### src/include/laser_cfg_pkg.sv
// Register map, field layout, reset values and range tables of the channel configuration block
package laser_cfg_pkg;
    localparam int CHANNELS = 2;
    localparam int CUR_W = 21;
    localparam logic [7:0] ADDR_CH1_CTRL = 8'h10;
    localparam logic [7:0] ADDR_CH1_THRESH = 8'h11;
    localparam logic [7:0] ADDR_CH2_CTRL = 8'h15;
    localparam logic [7:0] ADDR_CH2_THRESH = 8'h16;
    localparam logic [7:0] ADDR_RANGE = 8'h1a;
    localparam logic [7:0] ADDR_SIM = 8'h1d;
    localparam logic [7:0] ADDR_SUBRANGE = 8'h1e;
    localparam int MODE_BIT = 0;
    localparam int DISABLE_BIT = 3;
    localparam int SOURCE_LSB = 5;
    localparam int RANGE_CH1_BIT = 0;
    localparam int MEAS_CH1_BIT = 1;
    localparam int RANGE_CH2_BIT = 4;
    localparam int MEAS_CH2_BIT = 5;
    localparam int SIM_CH1_BIT = 5;
    localparam int SIM_CH2_BIT = 6;
    localparam int SUB_CH1_LSB = 0;
    localparam int SUB_CH2_LSB = 4;
    localparam logic MODE_RST = 1'b0;
    localparam logic DISABLE_RST = 1'b1;
    localparam logic [2:0] SOURCE_RST = 3'h0;
    localparam logic [7:0] THRESH_RST = 8'hff;
    localparam logic RANGE_RST = 1'b0;
    localparam logic MEAS_RST = 1'b0;
    localparam logic SIM_RST = 1'b0;
    localparam logic [1:0] SUB_RST = 2'h0;
    localparam logic [2:0] SOURCE_CURRENT = 3'h4;
    // Range factor k is K_NUM / K_DEN
    localparam logic [9:0] K_DEN = 10'h2ee;
    localparam logic [9:0] K_NUM [4] = '{10'h2ee, 10'h064, 10'h019, 10'h009};
    // Threshold step 0.375 mA low range, 3 mA high range; limits are in 0.5 uA units
    localparam int STEP_HIGH_SHIFT = 3;
    // Full-scale current in 0.1 mA units, index {sense range bit, subrange field}
    localparam logic [13:0] FULL_SCALE [8] = '{14'h1d4c, 14'h03e8, 14'h00fa, 14'h005a,
                                               14'h0384, 14'h0078, 14'h001e, 14'h000b};
endpackage : laser_cfg_pkg

### src/include/chan_cfg_if.sv
// Per-channel configuration and derived threshold carried between the channel modules
`timescale 1ns/1ps
interface chan_cfg_if;
    logic mode;
    logic range_low;
    logic [1:0] subrange;
    logic [7:0] threshold;
    logic sim;
    logic disable_bit;
    logic linear;
    logic [laser_cfg_pkg::CUR_W-1:0] limit;
    logic protect_on;
    modport cfg (output mode, range_low, subrange, threshold, sim, disable_bit, linear,
                 input limit, protect_on);
    modport calc (input mode, range_low, subrange, threshold, linear,
                  output limit, protect_on);
    modport guard (input sim, disable_bit, limit, protect_on);
endinterface : chan_cfg_if

### src/core/overcurrent_limit.sv
// Overcurrent threshold and protection enable for one channel
`timescale 1ns/1ps
module overcurrent_limit (
    input wire logic core_clk_i,
    input wire logic rst_n_i,
    chan_cfg_if.calc cfg
);
    logic [17:0] product;
    logic [laser_cfg_pkg::CUR_W-1:0] next_limit;
    logic next_protect;

    always_comb begin
        product = cfg.threshold * laser_cfg_pkg::K_NUM[cfg.subrange];
        if (cfg.range_low) begin
            next_limit = {3'h0, product};
        end else begin
            next_limit = {product, 3'h0};
        end
        // Zero threshold only switches protection off in current regulation
        next_protect = !cfg.linear && !(cfg.mode && cfg.threshold == 8'h00);
    end

    always_ff @(posedge core_clk_i) begin
        if (!rst_n_i) begin
            cfg.limit <= '0;
        end else begin
            cfg.limit <= next_limit;
        end
    end

    always_ff @(posedge core_clk_i) begin
        if (!rst_n_i) begin
            cfg.protect_on <= 1'b0;
        end else begin
            cfg.protect_on <= next_protect;
        end
    end
endmodule : overcurrent_limit

### src/core/channel_guard.sv
// Overcurrent trip, error flag and channel enable for one channel
`timescale 1ns/1ps
module channel_guard (
    input wire logic core_clk_i,
    input wire logic rst_n_i,
    chan_cfg_if.guard cfg,
    input wire logic [laser_cfg_pkg::CUR_W-1:0] current_i,
    input wire logic enable_pin_i,
    output logic flag_o,
    output logic active_o
);
    logic latched;
    logic over;
    logic next_latched;

    always_comb begin
        over = cfg.protect_on && (current_i > cfg.limit);
        // Set wins over the clear; a real trip holds until the pin is cycled low
        next_latched = over || (latched && enable_pin_i);
    end

    always_ff @(posedge core_clk_i) begin
        if (!rst_n_i) begin
            latched <= 1'b0;
        end else begin
            latched <= next_latched;
        end
    end

    always_ff @(posedge core_clk_i) begin
        if (!rst_n_i) begin
            flag_o <= 1'b0;
        end else begin
            flag_o <= next_latched || cfg.sim;
        end
    end

    always_ff @(posedge core_clk_i) begin
        if (!rst_n_i) begin
            active_o <= 1'b0;
        end else begin
            active_o <= enable_pin_i && !cfg.disable_bit && !next_latched
                && !cfg.sim;
        end
    end
endmodule : channel_guard

### src/core/laser_channel_regulation_config.sv
// Dual channel regulation configuration registers with overcurrent protection
//
// Notes on behaviour
// Mode bit 0 power, 1 current regulation
// Current mode routes feedback through sense resistor
// Range bit: 0 high 2k, 1 low 16k
// Subrange field picks factor k per code
// Subrange and range bit give full-scale current
// Threshold limit is step times n times k
// Step 0.375 mA low range, 3 mA high
// Zero threshold disables protection in current mode
// Zero threshold in power mode means minimum
// Threshold 0xff, also reset, is maximum
// Linear reference coding turns protection off
// Current above threshold disables the channel
// Simulation bit sets flag, check, disable
// Simulated fault holds while simulation bit set
// Reference code 10 bits, log or linear
// Software selects current source for measurement
// Disabled when pin low or disable bit
`timescale 1ns/1ps
module laser_channel_regulation_config #(
    parameter int CUR_W = laser_cfg_pkg::CUR_W
) (
    input wire logic core_clk_i,
    input wire logic rst_n_i,
    input wire logic [7:0] reg_addr_i,
    input wire logic [7:0] reg_wdata_i,
    input wire logic reg_wr_i,
    input wire logic reg_rd_i,
    output logic [7:0] reg_rdata_o,
    input wire logic [1:0] channel_enable_pin_i,
    input wire logic [1:0] reference_coding_select_i,
    input wire logic [1:0][9:0] reference_code_i,
    input wire logic [1:0][CUR_W-1:0] laser_current_i,
    output logic [1:0] current_regulation_o,
    output logic [1:0] sense_resistor_route_o,
    output logic [1:0] sense_range_low_o,
    output logic [1:0][9:0] range_factor_num_o,
    output logic [1:0][13:0] full_scale_o,
    output logic [1:0][CUR_W-1:0] threshold_limit_o,
    output logic [1:0] protection_active_o,
    output logic [1:0] overcurrent_error_flag_o,
    output logic fault_check_output_n_o,
    output logic [1:0] channel_active_o,
    output logic [1:0][9:0] dac_code_o,
    output logic [1:0] dac_linear_o,
    output logic [1:0][2:0] converter_source_o,
    output logic [1:0] current_measure_select_o,
    output logic [1:0] current_measure_ready_o
);
    generate
        if (CUR_W != laser_cfg_pkg::CUR_W) begin : g_width_check
            $error("CUR_W must match the threshold arithmetic width");
        end
    endgenerate

    logic [1:0] mode;
    logic [1:0] disable_bit;
    logic [1:0][2:0] source;
    logic [1:0][7:0] threshold;
    logic [1:0] range_low;
    logic [1:0] meas;
    logic [1:0] sim;
    logic [1:0][1:0] subrange;
    logic [7:0] next_rdata;

    chan_cfg_if cfg_bus [2] ();

    // Channel control words: mode, disable and converter source
    always_ff @(posedge core_clk_i) begin
        if (!rst_n_i) begin
            mode <= {2{laser_cfg_pkg::MODE_RST}};
            disable_bit <= {2{laser_cfg_pkg::DISABLE_RST}};
            source <= {2{laser_cfg_pkg::SOURCE_RST}};
        end else if (reg_wr_i) begin
            if (reg_addr_i == laser_cfg_pkg::ADDR_CH1_CTRL) begin
                mode[0] <= reg_wdata_i[laser_cfg_pkg::MODE_BIT];
                disable_bit[0] <= reg_wdata_i[laser_cfg_pkg::DISABLE_BIT];
                source[0] <= reg_wdata_i[laser_cfg_pkg::SOURCE_LSB +: 3];
            end
            if (reg_addr_i == laser_cfg_pkg::ADDR_CH2_CTRL) begin
                mode[1] <= reg_wdata_i[laser_cfg_pkg::MODE_BIT];
                disable_bit[1] <= reg_wdata_i[laser_cfg_pkg::DISABLE_BIT];
                source[1] <= reg_wdata_i[laser_cfg_pkg::SOURCE_LSB +: 3];
            end
        end
    end

    // Thresholds come out of reset at the maximum setting
    always_ff @(posedge core_clk_i) begin
        if (!rst_n_i) begin
            threshold <= {2{laser_cfg_pkg::THRESH_RST}};
        end else if (reg_wr_i) begin
            if (reg_addr_i == laser_cfg_pkg::ADDR_CH1_THRESH) begin
                threshold[0] <= reg_wdata_i;
            end
            if (reg_addr_i == laser_cfg_pkg::ADDR_CH2_THRESH) begin
                threshold[1] <= reg_wdata_i;
            end
        end
    end

    // Shared range word holds both channels' range and measurement bits
    always_ff @(posedge core_clk_i) begin
        if (!rst_n_i) begin
            range_low <= {2{laser_cfg_pkg::RANGE_RST}};
            meas <= {2{laser_cfg_pkg::MEAS_RST}};
        end else if (reg_wr_i && reg_addr_i == laser_cfg_pkg::ADDR_RANGE) begin
            range_low[0] <= reg_wdata_i[laser_cfg_pkg::RANGE_CH1_BIT];
            range_low[1] <= reg_wdata_i[laser_cfg_pkg::RANGE_CH2_BIT];
            meas[0] <= reg_wdata_i[laser_cfg_pkg::MEAS_CH1_BIT];
            meas[1] <= reg_wdata_i[laser_cfg_pkg::MEAS_CH2_BIT];
        end
    end

    always_ff @(posedge core_clk_i) begin
        if (!rst_n_i) begin
            sim <= {2{laser_cfg_pkg::SIM_RST}};
        end else if (reg_wr_i && reg_addr_i == laser_cfg_pkg::ADDR_SIM) begin
            sim[0] <= reg_wdata_i[laser_cfg_pkg::SIM_CH1_BIT];
            sim[1] <= reg_wdata_i[laser_cfg_pkg::SIM_CH2_BIT];
        end
    end

    always_ff @(posedge core_clk_i) begin
        if (!rst_n_i) begin
            subrange <= {2{laser_cfg_pkg::SUB_RST}};
        end else if (reg_wr_i && reg_addr_i == laser_cfg_pkg::ADDR_SUBRANGE) begin
            subrange[0] <= reg_wdata_i[laser_cfg_pkg::SUB_CH1_LSB +: 2];
            subrange[1] <= reg_wdata_i[laser_cfg_pkg::SUB_CH2_LSB +: 2];
        end
    end

    // Read back; bits not held here and unmapped addresses read zero
    always_comb begin
        next_rdata = 8'h00;
        case (reg_addr_i)
            laser_cfg_pkg::ADDR_CH1_CTRL: begin
                next_rdata[laser_cfg_pkg::MODE_BIT] = mode[0];
                next_rdata[laser_cfg_pkg::DISABLE_BIT] = disable_bit[0];
                next_rdata[laser_cfg_pkg::SOURCE_LSB +: 3] = source[0];
            end
            laser_cfg_pkg::ADDR_CH2_CTRL: begin
                next_rdata[laser_cfg_pkg::MODE_BIT] = mode[1];
                next_rdata[laser_cfg_pkg::DISABLE_BIT] = disable_bit[1];
                next_rdata[laser_cfg_pkg::SOURCE_LSB +: 3] = source[1];
            end
            laser_cfg_pkg::ADDR_CH1_THRESH: begin
                next_rdata = threshold[0];
            end
            laser_cfg_pkg::ADDR_CH2_THRESH: begin
                next_rdata = threshold[1];
            end
            laser_cfg_pkg::ADDR_RANGE: begin
                next_rdata[laser_cfg_pkg::RANGE_CH1_BIT] = range_low[0];
                next_rdata[laser_cfg_pkg::RANGE_CH2_BIT] = range_low[1];
                next_rdata[laser_cfg_pkg::MEAS_CH1_BIT] = meas[0];
                next_rdata[laser_cfg_pkg::MEAS_CH2_BIT] = meas[1];
            end
            laser_cfg_pkg::ADDR_SIM: begin
                next_rdata[laser_cfg_pkg::SIM_CH1_BIT] = sim[0];
                next_rdata[laser_cfg_pkg::SIM_CH2_BIT] = sim[1];
            end
            laser_cfg_pkg::ADDR_SUBRANGE: begin
                next_rdata[laser_cfg_pkg::SUB_CH1_LSB +: 2] = subrange[0];
                next_rdata[laser_cfg_pkg::SUB_CH2_LSB +: 2] = subrange[1];
            end
            default: begin
                next_rdata = 8'h00;
            end
        endcase
    end

    always_ff @(posedge core_clk_i) begin
        if (!rst_n_i) begin
            reg_rdata_o <= 8'h00;
        end else if (reg_rd_i) begin
            reg_rdata_o <= next_rdata;
        end
    end

    // Reference converter setup is sampled so the analog side sees stable codes
    always_ff @(posedge core_clk_i) begin
        if (!rst_n_i) begin
            dac_code_o <= '0;
            dac_linear_o <= 2'h0;
        end else begin
            dac_code_o <= reference_code_i;
            dac_linear_o <= reference_coding_select_i;
        end
    end

    genvar ch;
    generate
        for (ch = 0; ch < laser_cfg_pkg::CHANNELS; ch++) begin : g_chan
            assign cfg_bus[ch].mode = mode[ch];
            assign cfg_bus[ch].range_low = range_low[ch];
            assign cfg_bus[ch].subrange = subrange[ch];
            assign cfg_bus[ch].threshold = threshold[ch];
            assign cfg_bus[ch].sim = sim[ch];
            assign cfg_bus[ch].disable_bit = disable_bit[ch];
            assign cfg_bus[ch].linear = reference_coding_select_i[ch];

            overcurrent_limit u_limit (
                .core_clk_i(core_clk_i),
                .rst_n_i(rst_n_i),
                .cfg(cfg_bus[ch])
            );

            channel_guard u_guard (
                .core_clk_i(core_clk_i),
                .rst_n_i(rst_n_i),
                .cfg(cfg_bus[ch]),
                .current_i(laser_current_i[ch]),
                .enable_pin_i(channel_enable_pin_i[ch]),
                .flag_o(overcurrent_error_flag_o[ch]),
                .active_o(channel_active_o[ch])
            );

            assign current_regulation_o[ch] = mode[ch];
            // The log monitor resistor is bypassed in current regulation
            assign sense_resistor_route_o[ch] = mode[ch];
            assign sense_range_low_o[ch] = range_low[ch];
            assign range_factor_num_o[ch] = laser_cfg_pkg::K_NUM[subrange[ch]];
            assign full_scale_o[ch]
                = laser_cfg_pkg::FULL_SCALE[{range_low[ch], subrange[ch]}];
            assign threshold_limit_o[ch] = cfg_bus[ch].limit;
            assign protection_active_o[ch] = cfg_bus[ch].protect_on;
            assign converter_source_o[ch] = source[ch];
            assign current_measure_select_o[ch] = meas[ch];
            // Flags the setup software needs for a current reading in power mode
            assign current_measure_ready_o[ch] = !mode[ch] && meas[ch]
                && source[ch] == laser_cfg_pkg::SOURCE_CURRENT;
        end
    endgenerate

    // Check output is low while any error flag stands
    assign fault_check_output_n_o = ~|overcurrent_error_flag_o;
endmodule : laser_channel_regulation_config

### config.mk
export PLATFORM = sky130hd
export DESIGN_NAME = laser_channel_regulation_config
export DESIGN_NICKNAME = d
export VERILOG_FILES = /design/src/include/laser_cfg_pkg.sv /design/src/include/chan_cfg_if.sv /design/src/core/overcurrent_limit.sv /design/src/core/channel_guard.sv /design/src/core/laser_channel_regulation_config.sv
export SDC_FILE = /design/constraint.sdc
export NUM_CORES = 1
export LEC_CHECK = 0
export BUFFER_PORTS_ARGS = -buffer_cell sky130_fd_sc_hd__buf_4
export CELL_PAD_IN_SITES_DETAIL_PLACEMENT = 0
export CELL_PAD_IN_SITES_GLOBAL_PLACEMENT = 2
export CORE_AREA = 2 2 228 140
export CTS_CLUSTER_SIZE = 10
export DETAILED_ROUTE_END_ITERATION = 10
export DIE_AREA = 0 0 230 142
export MAX_ROUTING_LAYER = met4
export PLACE_DENSITY = 0.86
export SLEW_MARGIN = 20
export SYNTH_ARGS = -nofsm -noshare
export SYNTH_HDL_FRONTEND = slang
export SYNTH_SLANG_ARGS = --single-unit
### constraint.sdc
create_clock -name core_clk_i -period 10.7 [get_ports core_clk_i]
set_clock_uncertainty 0.2 [all_clocks]
set_input_delay 1.07 -clock core_clk_i [delete_from_list [all_inputs] [get_ports core_clk_i]]
set_output_delay 1.07 -clock core_clk_i [all_outputs]
set_load 0.01 [all_outputs]
; ---- Yosys cells after proc, flatten, opt, wreduce, memory -nomap -nowiden
; Memories as Yosys holds them, arrays and structs flattened.
; Index checks and enable logic that the tools add are counted.
[totals]
ff_bits = 116
out_inout_bits = 143
wordCells = 124
n_memories = 2
latchBits = 0
rom_bits = 224
ramBits = 0
in_bits = 86
[mem_list]
columns = name, words, word_bits, rd, rd_ports_with_merged_regs, wr, line_no
row1 = (name not given), 8, 14, 1, 0, 0, laser_channel_regulation_config.sv:227  ; = laser_cfg_pkg::FULL_SCALE[{range_low[ch], subrange[ch]}];
row2 = (name not given), 8, 14, 1, 0, 0, laser_channel_regulation_config.sv:227
[classes]
n_mul = 2
n_shift = 0
eq_ne = 9
bitwise_logic = 5
n_lt_le_gt_ge = 6
muxes = 20
n_div = 0
addsub = 0
n_reduce_logical = 49
[op_table]
columns = cell, count
row1 = $eq 8x5->1 const B, 7
row2 = $mux 14, 4
row3 = $gt 21x21->1, 2
row4 = $bmux 10 s2, 2
row5 = $mux 10, 4
row6 = $mul 8x10->18, 2
row7 = $mux 18, 2
row8 = $logic_and 1x1->1, 21
row9 = $logic_not 8->1, 2
row10 = $pmux 1 s4, 4
row11 = $logic_not 1->1, 13
row12 = $reduce_and 2->1, 6
row13 = $ge 4x4->1 const B, 2
row14 = $not 3->4, 2
row15 = $pmux 1 s7, 1
row16 = $eq 3x3->1 const B, 2
row17 = $ge 3x3->1 const B, 2
row18 = $not 2->3, 2
row19 = $pmux 1 s6, 1
row20 = $reduce_or 2->1, 3
row21 = $pmux 1 s5, 1
row22 = $logic_or 1x1->1, 4
row23 = $pmux 1 s2, 1
row24 = $not 1->1, 1

; ---- Logic depth before layout (Yosys ltp)
[logic_depth]
depth_word = 6
mapped_depth = 21
ltp_nobuf = 19

; ---- By module
; From an unflattened synthesis, not the netlist that was laid out.
[hier_totals]
hier_cells = 1210
hier_area_um2 = 10685.2
[by_module_without_submodules]
columns = module, area_each_um2, cells_each, instances, seq_area_each_um2
row1 = laser_channel_regulation_config, 3189.3, 335, 1, 1321.3
row2 = overcurrent_limit at g_chan[1].u_limit, 3104.2, 357, 1, 440.4
row3 = overcurrent_limit at g_chan[0].u_limit, 3100.5, 350, 1, 440.4
row4 = channel_guard, 645.6, 84, 2, 60.1

; ---- Worst setup path before layout
; No wires, ideal clock.
[synth_path]
path_type = register to register
start = register subrange, in the netlist cfg_bus[0].subrange[1]
end = register g_chan[0].u_limit.cfg.limit[17]
setup_ps = 64
stages_incl_launch_ff = 20
synth_period_minus_slack_ps = 5538
arrival_ps = 5274
n_path_buf = 1
required_ps = 10436
setup_slack_ps = 5162
cell_sequence = dfxtp_1 -> clkinv_1 -> ha_1 -> clkbuf_1 -> and2_1 -> inv_1 -> fa_1 -> fa_1 -> inv_1 -> fa_1 -> inv_1 -> fa_1 -> inv_1 -> ha_1 -> o21a_1 -> o31a_1 -> o31a_1 -> o211a_1 -> or4b_1 -> nand4_1
[synth_lines]
columns = element, line_no
row1 = from (decl), laser_channel_regulation_config.sv:65  ; logic [1:0][1:0] subrange;
row2 = from (signal assigned), laser_channel_regulation_config.sv:128  ; subrange <= {2{laser_cfg_pkg::SUB_RST}};
row3 = to (signal assigned), overcurrent_limit.sv:27  ; cfg.limit <= next_limit;
row4 = to (decl), chan_cfg_if.sv:16  ; output limit, protect_on);

; ---- Worst setup path after layout
[layout_path]
start = register subrange, in the netlist cfg_bus[0].subrange[1]
end = register g_chan[0].u_limit.cfg.limit[14]
[layout_via]
elab_chain_len = 6
[layout_lines]
columns = element, line_no
row1 = $not 2->3 (not written as such), overcurrent_limit.sv:13  ; product = cfg.threshold * laser_cfg_pkg::K_NUM[cfg.subrange];
row2 = $bmux 10 s2, overcurrent_limit.sv:13
row3 = $mux 10 (not written as such) (2 in series), overcurrent_limit.sv:13
row4 = $mul 8x10->18, overcurrent_limit.sv:13
row5 = $mux 18, overcurrent_limit.sv:14  ; if (cfg.range_low) begin
; No other way between the ends. The select of a mux whose other input is x is not followed.
; A chain may end at the register's enable or synchronous reset.

==> flow_summary.json <==
{
  "track_usage": 0.2167,
  "routed_via_density": 4.917,
  "crit_path_end_kind": "register",
  "whs_ns": 0.2586,
  "numCtsBuffers": 17,
  "worstMarginPinSlew_ns": 0.7660,
  "die_y_um": 142,
  "cp.arrival_ns": 6.70,
  "start_kind": "register",
  "final_area_sq_um": 12980,
  "setup_slack_ns": 4.112,
  "seq_area_frac_synth": 0.2197,
  "clock-sinks": 116,
  "netSwitchingFraction": 0.2906,
  "cts_buffer_depth": 2,
  "grt_pass1_vias": 8733,
  "syn2layout_area_growth_pct": 22.77,
  "final_common_cell": "buf_4",
  "drc_errors": 0,
  "grt_max_degree": 76,
  "dieArea_sq_um": 32660,
  "multi_input_area_sq_um": 7013,
  "rows": 50,
  "switchingPower_uw": 382.1,
  "start_util": 0.3448,
  "hold_path_depth": 2,
  "outcome": "finished, final reports clean",
  "syn_area_sq_um": 10570,
  "drt_first_pass_iters": 5,
  "async_reset_ff_frac": 0,
  "io_pins": 229,
  "drv_slew": 0,
  "r2r_cells": 17,
  "hold_buffers": 0,
  "p_total_mw": 1.315,
  "io_buffer_count": 224,
  "place_inst": 1826,
  "ff_latch_area_sq_um": 2322,
  "n_fill_cell": 3157,
  "postPlaceCellArea_sq_um": 12370,
  "gp_congestion": 0.8817,
  "path_depth": 17,
  "hold_path_class": "register to register",
  "p_leak_nw": 6.584,
  "die_x_um": 230,
  "seqPwrFrac": 0.355,
  "wl_mm": 34.14,
  "syn_inst": 1257,
  "synth_area_per_cell_sq_um": 8.409,
  "core_sq_um": 30650,
  "finalSetupViolCount": 0,
  "fin_crit_ns": 6.588,
  "max_slew_margin": 0.4859,
  "tns_ns": 0,
  "drt_iter0_markers": 786,
  "combPwrFrac": 0.203,
  "worst_ep_required_time_ns": 10.82,
  "path_class": "register to register",
  "antenna_found_initial": 0,
  "slowest_delay_ns": 0.79,
  "p_per_area_nw_per_um2": 101.3,
  "grt_pass1_wl_mm": 52.12,
  "cts_root_buffer": "clkbuf_16",
  "final_cell_mix": "228 x buf_4, 211 x inv_1, 134 x ha_1",
  "hold_viol_final": 0,
  "insertion_delay_ns": 0.43,
  "synth_cell_type_count": 74,
  "ys_warn_count": 0,
  "clockPowerShare": 0.442,
  "max_freq_mhz": 151.8,
  "drive_above_1_share": 0.1859,
  "synth_edf_count": 0,
  "period_share": 0.6157,
  "fin_cells": 1859,
  "utilization": 0.4233,
  "hpwl_mm": 28.16,
  "path_max_fanout": 17,
  "critPathSlowestCell": "dfxtp_1",
  "postCtsResizedCells": 0,
  "crit_buf_inv": 5,
  "synth_flop_cell": "dfxtp_1",
  "synth-seq-cells": 116,
  "vias": 9141,
  "clk_pin_slew_worst_paths_ns": 0.06,
  "ant_nets": 0,
  "final_nets": 1731,
  "cp_cell_sequence": "clkinv_1 -> ha_1 -> and2_1 -> inv_1 -> fa_1 -> fa_1 -> inv_1 -> fa_1 -> inv_1 -> fa_1 -> inv_1 -> ha_1 -> o21ai_0 -> nor3b_1 -> o41ai_2 -> o32ai_1 -> a41o_1",
  "cell_internal_pwr_uw": 932.8,
  "cp_top_family": "adder cells",
  "htreeDepth": 4,
  "rsz0062_at_grt": "false",
  "cts_setup_buffers": 0,
  "dp_worst_setup_slack_ns": 4.112,
  "grt_overflow": 0,
  "cts_tree": "done",
  "avgRoutedWirePerCell_um": 18.36,
  "maxCapViolations": 0,
  "ir_drop_uv": 149.0
}
==> cells in the mapped netlist, types with 4 or more instances <==
cell type | count | area, sq um
xnor2_1 | 4 | 35.03
and2_1 | 53 | 331.6
nor3_1 | 6 | 30.03
buf_4 | 33 | 247.7
and4_1 | 4 | 35.03
mux2i_1 | 19 | 190.2
a21o_1 | 20 | 150.1
a31oi_1 | 7 | 43.79
nand4_1 | 11 | 68.82
xor2_1 | 7 | 61.31
o221ai_1 | 5 | 43.79
fa_1 | 82 | 1642
and3_1 | 19 | 118.9
o21ai_0 | 36 | 180.2
nor2b_1 | 22 | 137.6
a21oi_1 | 52 | 260.3
buf_2 | 6 | 30.03
o31a_1 | 4 | 35.03
nor2_1 | 66 | 247.7
ha_1 | 134 | 1677
nor3b_1 | 4 | 30.03
nor4_1 | 9 | 56.30
o21a_1 | 15 | 112.6
nand3_1 | 61 | 305.3
inv_1 | 211 | 792.0
a22oi_1 | 5 | 37.54
clkbuf_1 | 33 | 123.9
clkinv_1 | 4 | 15.01
nand2_1 | 115 | 431.7
or3_1 | 12 | 75.07
a221oi_1 | 4 | 35.03
dfxtp_1 | 116 | 2322
buf_1 | 4 | 15.01
a211oi_1 | 9 | 67.56
==> layout make-up <==
type,instances,area share
inverter,215,0.06219
tap,416,0.04011
timing repair buffer,228,0.1319
clock buffer,19,0.03490
multi-input combinational,851,0.5404
sequential,116,0.1789
clock inverter,13,0.01138
antenna,1,0.0001928
==> routing by layer <==
metal	vias up	track usage	wire [um]
met5	-	-	0
met2	312	0.2823	13050
met3	17	0.04407	2305
li1	4503	-	-
met1	4309	0.3389	18540
met4	0	0.03565	247
==> state kept, by name, indices dropped and copies added (netlist names), 4 cells and up <==
name	flops
cfg_bus.subrange	4
cfg_bus.threshold	16
converter_source_o	6
dac_code_o	20
g_chan.u_limit.cfg.limit	42
reg_rdata_o	8
==> path summary, 6_finish.rpt <==
check	startpoint	slack (ns)	end
worst min-delay path	reg_rdata_o[7]$_SDFFE_PN0P_	0.26	reg_rdata_o[7]$_SDFFE_PN0P_
worst max register to register	cfg_bus[0].subrange[1]$_SDFFE_PN0P_	4.11	g_chan[0].u_limit.cfg.limit[14]$_SDFF_PN0_
worst max-delay path	cfg_bus[0].subrange[1]$_SDFFE_PN0P_	4.11	g_chan[0].u_limit.cfg.limit[14]$_SDFF_PN0_
worst min register to register	reg_rdata_o[7]$_SDFFE_PN0P_	0.26	reg_rdata_o[7]$_SDFFE_PN0P_
==> worst reg2reg max path: stages (launching register included) <==
cell and delay [ns]:
dfxtp_1 0.79, clkinv_1 0.60, ha_1 0.59, and2_1 0.30
inv_1 0.09, fa_1 0.43, fa_1 0.55, inv_1 0.06
fa_1 0.53, inv_1 0.05, fa_1 0.53, inv_1 0.04
ha_1 0.33, o21ai_0 0.36, nor3b_1 0.14, o41ai_2 0.48
o32ai_1 0.14, a41o_1 0.25
==> cell families after synthesis <==
| family | Yosys count | share of synthesized area |
|---|---|---|
| fa+ha+maj | 216 | 0.3139 |
| xor+xnor | 11 | 0.009114 |
| mux | 19 | 0.01799 |
| flops | 116 | 0.2197 |
| buf+inv | 293 | 0.1179 |
| compound gates | 204 | 0.1307 |
| other cells | 1 | 0.0003548 |
| simple gates | 397 | 0.1903 |
==> power by group through the flow <==
stage	Combinational [mW]	Clock [mW]	Sequential [mW]
after floorplan	0.153	0	0.480
after CTS	0.266	0.595	0.467
after global routing	0.297	0.613	0.469
after global placement	0.263	0	0.476
final	0.267	0.581	0.467
after detailed placement	0.265	0	0.477
Power figures use the tool's default switching activity.
